### src/irq_unit_pkg.sv
// Constants and a helper function shared by the interrupt unit and its arbiter.
// Assumes an 8-bit special-function-register bus from the CPU core.
package irq_unit_pkg;
  // ==========================================
  // Register offsets
  localparam logic [7:0] ADDR_EXT_IRQ_FLAGS    = 8'h91;
  localparam logic [7:0] ADDR_STD_IRQ_ENABLE   = 8'hA8;
  localparam logic [7:0] ADDR_STD_IRQ_PRIORITY = 8'hB8;
  localparam logic [7:0] ADDR_WAKE_IRQ_CONTROL = 8'hD8;
  localparam logic [7:0] ADDR_EXT_IRQ_ENABLE   = 8'hE8;
  localparam logic [7:0] ADDR_EXT_IRQ_PRIORITY = 8'hF8;
  // ==========================================
  // Field positions, masks and fixed read bits
  localparam int         NUM_SRC         = 11;
  localparam int         GLOBAL_GATE_BIT = 7;
  localparam int         WAKE_FLAG_BIT   = 3;
  localparam logic [7:0] STD_EN_MASK     = 8'hBF;
  localparam logic [7:0] STD_PRIO_MASK   = 8'h3F;
  localparam logic [7:0] STD_PRIO_ONES   = 8'h80;
  localparam logic [7:0] EXT_MASK        = 8'h1F;
  localparam logic [7:0] EXT_ONES        = 8'hE0;
  localparam logic [7:0] XFLAG_ONES      = 8'h08;
  localparam logic [7:0] WAKE_ONES       = 8'h40;
  // ==========================================
  // Reset values
  localparam logic [7:0] RST_REG         = 8'h00;
  // ==========================================
  // Source indices in natural order and vectors
  localparam int SRC_PIN_A = 0;
  localparam int SRC_PIN_B = 2;
  localparam logic [7:0] VECTORS [NUM_SRC] = '{8'h03, 8'h0B, 8'h13, 8'h1B, 8'h23, 8'h2B,
                                              8'h43, 8'h4B, 8'h53, 8'h5B, 8'h63};
  localparam logic [3:0] NO_SRC  = 4'hF;

  // Lowest index set in a request vector, NO_SRC when empty
  function automatic logic [3:0] first_src(input logic [NUM_SRC-1:0] req);
    logic [3:0] idx;
    idx = NO_SRC;
    for (int i = NUM_SRC - 1; i >= 0; i--) begin
      if (req[i]) idx = 4'(i);
    end
    return idx;
  endfunction : first_src
endpackage : irq_unit_pkg

### src/irq_arb_if.sv
// Carrier between the interrupt unit and its priority arbiter.
// Assumes both ends share one clock.
`timescale 1ns/1ps
`default_nettype none
interface irq_arb_if;
  import irq_unit_pkg::*;
  logic [NUM_SRC-1:0] pending;
  logic [NUM_SRC-1:0] high;
  logic               hp_active;
  logic               lp_active;
  logic               take;
  logic [3:0]         src;
  logic               level;
  modport ctrl (output pending, high, hp_active, lp_active, input take, src, level);
  modport arb  (input pending, high, hp_active, lp_active, output take, src, level);
endinterface : irq_arb_if
`default_nettype wire

### src/irq_arbiter.sv
// Two-level fixed-order interrupt arbiter, purely combinational.
// Assumes pending requests are already gated by their enables.
`timescale 1ns/1ps
`default_nettype none
module irq_arbiter
  import irq_unit_pkg::*;
(
  irq_arb_if.arb a
);
  logic [3:0] hi_src;
  logic [3:0] lo_src;

  // ==========================================
  // Selection
  always_comb begin
    hi_src  = first_src(a.pending & a.high);
    lo_src  = first_src(a.pending & ~a.high);
    a.take  = 1'b0;
    a.src   = NO_SRC;
    a.level = 1'b0;
    if (hi_src != NO_SRC && !a.hp_active) begin
      a.take  = 1'b1;
      a.src   = hi_src;
      a.level = 1'b1;
    end else if (lo_src != NO_SRC && !a.hp_active && !a.lp_active) begin
      a.take  = 1'b1;
      a.src   = lo_src;
    end
  end
endmodule : irq_arbiter
`default_nettype wire

### src/mcu_interrupt_unit.sv
// Interrupt unit: eleven sources, enables, priorities, vectors.
// Assumes a CPU core on the same clock driving an 8-bit register bus and ack/return pulses.
`timescale 1ns/1ps
`default_nettype none
module mcu_interrupt_unit
  import irq_unit_pkg::*;
(
  input  wire logic       clk,
  input  wire logic       rst_b,
  input  wire logic [7:0] sfr_addr,
  input  wire logic       sfr_wr,
  input  wire logic [7:0] sfr_wdata,
  input  wire logic       sfr_rd,
  output logic      [7:0] sfr_rdata,
  input  wire logic       ext_request_a_n,
  input  wire logic       ext_request_b_n,
  input  wire logic       pin_a_edge_mode,
  input  wire logic       pin_b_edge_mode,
  output logic            pin_a_flag,
  output logic            pin_b_flag,
  input  wire logic       timer_a_overflow,
  input  wire logic       timer_b_overflow,
  input  wire logic       timer_c_overflow,
  input  wire logic       timer_c_external_flag,
  input  wire logic       uart_rx_done,
  input  wire logic       uart_tx_done,
  input  wire logic       adc_done_request,
  input  wire logic       spi_ready_request,
  input  wire logic       radio_packet_ready,
  input  wire logic       radio_addr_hit,
  input  wire logic       wake_event,
  output logic            irq_req,
  output logic      [7:0] irq_vector,
  output logic            irq_level,
  input  wire logic       irq_ack,
  input  wire logic       irq_return
);
  // ==========================================
  // State and local signals
  typedef struct packed {
    logic [7:0] ie;
    logic [7:0] ip;
    logic [7:0] ext_irq_enable;
    logic [7:0] ext_irq_priority;
    logic [3:0] xflag;
    logic       wake;
    logic [3:0] xsrc_d;
    logic [2:0] pa_s;
    logic [2:0] pb_s;
    logic       fa;
    logic       fb;
    logic       hp_act;
    logic       lp_act;
    logic       req;
    logic [7:0] vec;
    logic [3:0] src;
    logic       lvl;
    logic [7:0] rdata;
  } state_t;

  state_t st_r;
  state_t st_nxt;
  irq_arb_if arb_bus ();

  logic [3:0]         xsrc;
  logic [3:0]         xrise;
  logic               wr_xf;
  logic               wr_wk;
  logic               ack_a;
  logic               ack_b;
  logic [NUM_SRC-1:0] flags;
  logic [NUM_SRC-1:0] enables;
  logic [7:0]         rd_val;

  // ==========================================
  // Helpers
  // Next pin flag: edge mode holds a falling edge until its vector is taken
  function automatic logic pin_flag_next(input logic edge_mode,
                                         input logic flag,
                                         input logic taken,
                                         input logic sync_old,
                                         input logic sync_new);
    logic nxt;
    if (edge_mode) begin
      nxt = (flag && !taken) || (sync_old && !sync_new);
    end else begin
      nxt = !sync_new;
    end
    return nxt;
  endfunction : pin_flag_next

  // Extended enable and priority read back with the top three bits set
  function automatic logic [7:0] ext_read(input logic [7:0] val);
    return (val & EXT_MASK) | EXT_ONES;
  endfunction : ext_read

  // Write strobe aimed at one register
  function automatic logic wr_hit(input logic wr, input logic [7:0] addr, input logic [7:0] target);
    return wr && addr == target;
  endfunction : wr_hit

  // ==========================================
  // Arbiter
  irq_arbiter u_arb (
    .a (arb_bus.arb)
  );

  // ==========================================
  // Request gathering
  always_comb begin
    xsrc    = {radio_addr_hit, radio_packet_ready, spi_ready_request, adc_done_request};
    xrise   = xsrc & ~st_r.xsrc_d;
    wr_xf   = wr_hit(sfr_wr, sfr_addr, ADDR_EXT_IRQ_FLAGS);
    wr_wk   = wr_hit(sfr_wr, sfr_addr, ADDR_WAKE_IRQ_CONTROL);
    ack_a   = irq_ack && st_r.req && st_r.src == 4'(SRC_PIN_A);
    ack_b   = irq_ack && st_r.req && st_r.src == 4'(SRC_PIN_B);
    flags   = {st_r.wake, st_r.xflag,
               timer_c_overflow | timer_c_external_flag,
               uart_rx_done | uart_tx_done,
               timer_b_overflow, st_r.fb, timer_a_overflow, st_r.fa};
    enables = {st_r.ext_irq_enable[4:0], st_r.ie[5:0]} & {NUM_SRC{st_r.ie[GLOBAL_GATE_BIT]}};
    arb_bus.pending   = flags & enables;
    arb_bus.high      = {st_r.ext_irq_priority[4:0], st_r.ip[5:0]};
    arb_bus.hp_active = st_r.hp_act;
    arb_bus.lp_active = st_r.lp_act;
  end

  // ==========================================
  // Read mux
  always_comb begin
    case (sfr_addr)
      ADDR_EXT_IRQ_FLAGS:    rd_val = {st_r.xflag, 4'h0} | XFLAG_ONES;
      ADDR_STD_IRQ_ENABLE:   rd_val = st_r.ie & STD_EN_MASK;
      ADDR_STD_IRQ_PRIORITY: rd_val = (st_r.ip & STD_PRIO_MASK) | STD_PRIO_ONES;
      ADDR_WAKE_IRQ_CONTROL: rd_val = ({7'h00, st_r.wake} << WAKE_FLAG_BIT) | WAKE_ONES;
      ADDR_EXT_IRQ_ENABLE:   rd_val = ext_read(st_r.ext_irq_enable);
      ADDR_EXT_IRQ_PRIORITY: rd_val = ext_read(st_r.ext_irq_priority);
      default:               rd_val = 8'h00;
    endcase
  end

  // ==========================================
  // Next state
  always_comb begin
    st_nxt = st_r;
    st_nxt.rdata  = sfr_rd ? rd_val : st_r.rdata;
    st_nxt.xsrc_d = xsrc;
    st_nxt.pa_s   = {st_r.pa_s[1:0], ext_request_a_n};
    st_nxt.pb_s   = {st_r.pb_s[1:0], ext_request_b_n};
    if (sfr_wr) begin
      case (sfr_addr)
        ADDR_STD_IRQ_ENABLE:   st_nxt.ie  = sfr_wdata & STD_EN_MASK;
        ADDR_STD_IRQ_PRIORITY: st_nxt.ip  = sfr_wdata & STD_PRIO_MASK;
        ADDR_EXT_IRQ_ENABLE:   st_nxt.ext_irq_enable = sfr_wdata & EXT_MASK;
        ADDR_EXT_IRQ_PRIORITY: st_nxt.ext_irq_priority = sfr_wdata & EXT_MASK;
        default:               st_nxt.ie  = st_r.ie;
      endcase
    end
    // Software write first, hardware set wins
    if (wr_xf) st_nxt.xflag = sfr_wdata[7:4];
    st_nxt.xflag = st_nxt.xflag | xrise;
    if (wr_wk) st_nxt.wake = sfr_wdata[WAKE_FLAG_BIT];
    if (wake_event) st_nxt.wake = 1'b1;
    // Pin flags: edge mode latches a falling edge until the vector is taken
    st_nxt.fa = pin_flag_next(pin_a_edge_mode, st_r.fa, ack_a, st_r.pa_s[2], st_r.pa_s[1]);
    st_nxt.fb = pin_flag_next(pin_b_edge_mode, st_r.fb, ack_b, st_r.pb_s[2], st_r.pb_s[1]);
    // In-service tracking: a return closes a level before a new entry opens one
    if (irq_return) begin
      if (st_r.hp_act) st_nxt.hp_act = 1'b0;
      else st_nxt.lp_act = 1'b0;
    end
    if (irq_ack && st_r.req) begin
      if (st_r.lvl) st_nxt.hp_act = 1'b1;
      else st_nxt.lp_act = 1'b1;
    end

    st_nxt.req = arb_bus.take && !(irq_ack && st_r.req);
    st_nxt.src = arb_bus.src;
    st_nxt.lvl = arb_bus.level;
    st_nxt.vec = st_nxt.req ? VECTORS[arb_bus.src] : 8'h00;
  end

  // ==========================================
  // State register
  always_ff @(posedge clk) begin
    if (!rst_b) begin
      st_r      <= '0;
      st_r.ie   <= RST_REG;
      st_r.pa_s <= 3'h7;
      st_r.pb_s <= 3'h7;
    end else begin
      st_r <= st_nxt;
    end
  end

  // ==========================================
  // Outputs
  assign sfr_rdata  = st_r.rdata;
  assign pin_a_flag = st_r.fa;
  assign pin_b_flag = st_r.fb;
  assign irq_req    = st_r.req;
  assign irq_vector = st_r.vec;
  assign irq_level  = st_r.lvl;
endmodule : mcu_interrupt_unit
`default_nettype wire

### config.mk
export PLATFORM = sky130hd
export DESIGN_NAME = mcu_interrupt_unit
export DESIGN_NICKNAME = d
export VERILOG_FILES = /design/src/irq_unit_pkg.sv /design/src/irq_arb_if.sv /design/src/irq_arbiter.sv /design/src/mcu_interrupt_unit.sv
export SDC_FILE = /design/constraint.sdc
export NUM_CORES = 1
export LEC_CHECK = 0
export BUFFER_PORTS_ARGS = -buffer_cell sky130_fd_sc_hd__buf_4
export CORE_MARGIN = 2
export CORE_UTILIZATION = 60
export DETAILED_ROUTE_END_ITERATION = 8
export PLACE_DENSITY = 0.85
export REMOVE_ABC_BUFFERS = 1
export SLEW_MARGIN = 40
export SYNTH_ARGS = -nofsm -noshare
export SYNTH_HDL_FRONTEND = slang
export SYNTH_SLANG_ARGS = --single-unit
### constraint.sdc
create_clock -name clk -period 2.9 [get_ports clk]
set_input_delay 0.145 -clock clk [delete_from_list [all_inputs] [get_ports clk]]
set_output_delay 0.145 -clock clk [all_outputs]
set_load 0.02 [all_outputs]
==> metrics.yaml <==
outcome:
  run_status: "completed"
detailed_routing:
  post_drt_via_cell_ratio: 5.90
  first_pass_iters: 5
  num_vias: 2690
  wl_per_cell_um: 16.5
  detail_route.drc_violations: 0
  first_iter_violations: 309
  detail_route.wirelength_mm: 7.52
  ant_nets: 0
synthesis:
  post-synth-top-count-cell: "dfxtp_1"
  leading_cell_types_by_total_area_after_synthesis: "dfxtp_1 (40%), mux2i_1 (6.2%), a21oi_1 (4.7%)"
  synth_enable_flop_cells: 0
  yosys.area.top_type_share_pct: 39.8
  synth-async-reset-ratio_pct: 0
  synth-seq-cells: 61
  ys.flop_type: "dfxtp_1"
  syn_avg_cell_area_um2: 8.98
  synth.yosys.seq_area_share_pct: 39.8
  netlist_instances: 342
  synth.cell_area_um2: 3070
  yosys_warnings: 0
  yosys_cell_types: 59
  synthDominantAreaCellType: "dfxtp_1"
  synth.top_cells.by_count: "dfxtp_1 (61), a21oi_1 (29), nor2_1 (27)"
finish:
  drive_gt1_share_pct: 23.8
  final_net_count: 418
  syn2layout_area_growth_pct: 17.8
  antenna-diode-count: 0
  fin_util_pct: 72.2
  final.fill_count: 417
cts:
  clk_latency_worst_skew_pair_ns: 0.34
  cts_resized: 0
  htree_num_levels: 3
  cts.clk_slew.worst_paths_ns: 0.07
  hold_buffers: 2
  cts_inserted_buffers: 9
  cts-root-to-sink-buffers: 2
  post_cts_buffers: 0
  cts_tree: "yes"
  ctsRootBufferMaster: "clkbuf_8"
  sink_count_of_the_clock_tree: 61
timing:
  finClkSkew_ns: 0.00844
  maxSlewHeadroom_pct: 60.4
  fin_crit_sh_pct: 79.8
  report.final.slew_viol_count: 0
  clock.fmax_mhz: 432
  setup_total_negative_slack_ns: 0
  final_period_minus_worst_setup_slack_ns: 2.32
  report.final.hold_viol_count: 0
  rsz0062_at_grt: "false"
  max_slew.worst_pin.slew_ns: 0.587
  report.final.setup_viol: 0
  timing.final.ws_setup_ns: 0.585
worst_hold_path:
  min_path_type: "primary input to flop"
critical_path:
  worst_setup_path_start_kind: "flop"
  slowest_stage: "dfxtp_2"
  timing.critical_path.to_type: "flop"
  cp_cell_sequence: "o211ai_1 > o22ai_1 > nor3_1 > o32a_1 > or4b_1 > mux2i_1"
  worst_path_dominant_cell_family: "compound AO/OA/AOI/OAI gates"
  critPathArrivalTime_ns: 2.58
  timing.critical_path.slowest_cell_delay_ns: 0.62
  cp.required_ns: 3.16
  timing.critical_path.fanout_max: 27
  timing.setup.critical_path_class: "flop to flop"
  critical_path_buf_inv_count: 0
pwr:
  peakVddDrop_mv: 0.391
  p_per_area_nw_per_um2: 486
  power.static_leakage_nw: 1.46
floorplan:
  fp.dieW_um: 75.5
  site_rows: 26
  initial_core_util_pct: 61.3
  die_h_um: 75.5
  io_pins: 57
  die_footprint_um2: 5710
  placeableCoreArea_um2: 5010
run:
  cap_violations: 0
place:
  dp.final_hpwl_mm: 5.44
  place_worst_setup_slack_ns: 0.368
  i_o_buffers: 54
  globalplace.congestion: 0.914
global_route:
  grt_antenna_before_repair: 0
  grt.total_usage_pct: 28.5
  overflow: 0
  grt_max_degree: 29
  grt_first_pass_wirelength_mm: 12.1
  vias_in_the_first_global_route: 2454
## layer usage
| layer | track usage (%) | part of all wire, % | up-vias |
|---|---|---|---|
| li1 | - | - | 1315 |
| met1 | 39.5 | 45 | 1228 |
| met2 | 44.4 | 46 | 131 |
| met3 | 6.35 | 8.0 | 16 |
| met4 | 9.16 | 1.5 | 0 |
| met5 | 0 | 0 | - |
## power breakdown
part	internal (mW)	switching, mW	total [mW]
Clock	0.443	0.337	0.780
Sequential	0.854	0.0127	0.867
Combinational	0.0552	0.0566	0.112
## final timing paths
kind | endpoint | startpoint | slack [ns] | depth (start not counted)
hold / removal | st_r[33] | spi_ready_request | 0.01 | 2
hold reg to reg | st_nxt[28] | st_nxt[27] | 0.40 | 1
setup / recovery | irq_vector[5] | st_r[72] | 0.58 | 6
setup reg to reg | irq_vector[5] | st_r[72] | 0.58 | 6
## through the flow
stage	cell area, µm²	std cells	total power, mW	hold slack, ns
6_report	3620	456	1.76	0.0134
5_1_grt	3620	456	1.81	0.0154
4_1_cts	3620	456	1.77	0.00584
3_5_place_dp	3390	438	0.994	0.332
3_3_place_gp	3390	438	0.993	0.327
2_1_floorplan	2870	311	0.920	0.218
## state kept, by name, summed over array words and instances, names as in the netlist, 4 cells and up
signal and flops:
arb_bus.high 11, flags 5, irq_vector 5, sfr_rdata 8
st_nxt 4, st_r 22
## layout make-up
cell class | instances | area (µm²) | area share (%)
clock buffers | 11 | 151 | 4.19
well taps | 70 | 87.6 | 2.42
multi-input cells | 239 | 1610 | 44.4
inverters | 11 | 41.3 | 1.14
repair buffers | 59 | 448 | 12.4
flip-flops and latches | 61 | 1220 | 33.8
clock inverters | 5 | 58.8 | 1.63
## layout by cell type (no fill, tap or decap), types with 3 or more instances in the layout
| master | netlist | routed |
|---|---|---|
| dfxtp_1 | 61 | 60 |
| nor2b_1 | 4 | 4 |
| nand2b_1 | 17 | 17 |
| o22ai_1 | 4 | 4 |
| and4_1 | 4 | 4 |
| inv_1 | 11 | 11 |
| o211ai_1 | 6 | 6 |
| o21ai_0 | 19 | 19 |
| nor3_1 | 4 | 4 |
| nand4b_2 | 3 | 3 |
| buf_4 | 17 | 57 |
| nand4_1 | 8 | 8 |
| nand2_1 | 24 | 24 |
| mux4_2 | 5 | 5 |
| o2111ai_1 | 4 | 4 |
| nand4b_1 | 4 | 4 |
| a21oi_1 | 29 | 29 |
| clkbuf_8 | 0 | 11 |
| nor2_1 | 27 | 27 |
| mux2i_1 | 19 | 19 |
| and2_1 | 8 | 8 |
| nand3_1 | 8 | 8 |
## logic make-up (layout without fill, tap and decap cells)
kind of cell	count (synthesis)	count (layout)	share of synthesized area (%)
simple gates	127	127	24.2
compound gates	85	85	17.7
flops	61	61	39.8
buf+inv	43	86	7.99
mux	25	25	10.2
other cells	1	2	0.122
(Power assumes the default switching activity.)
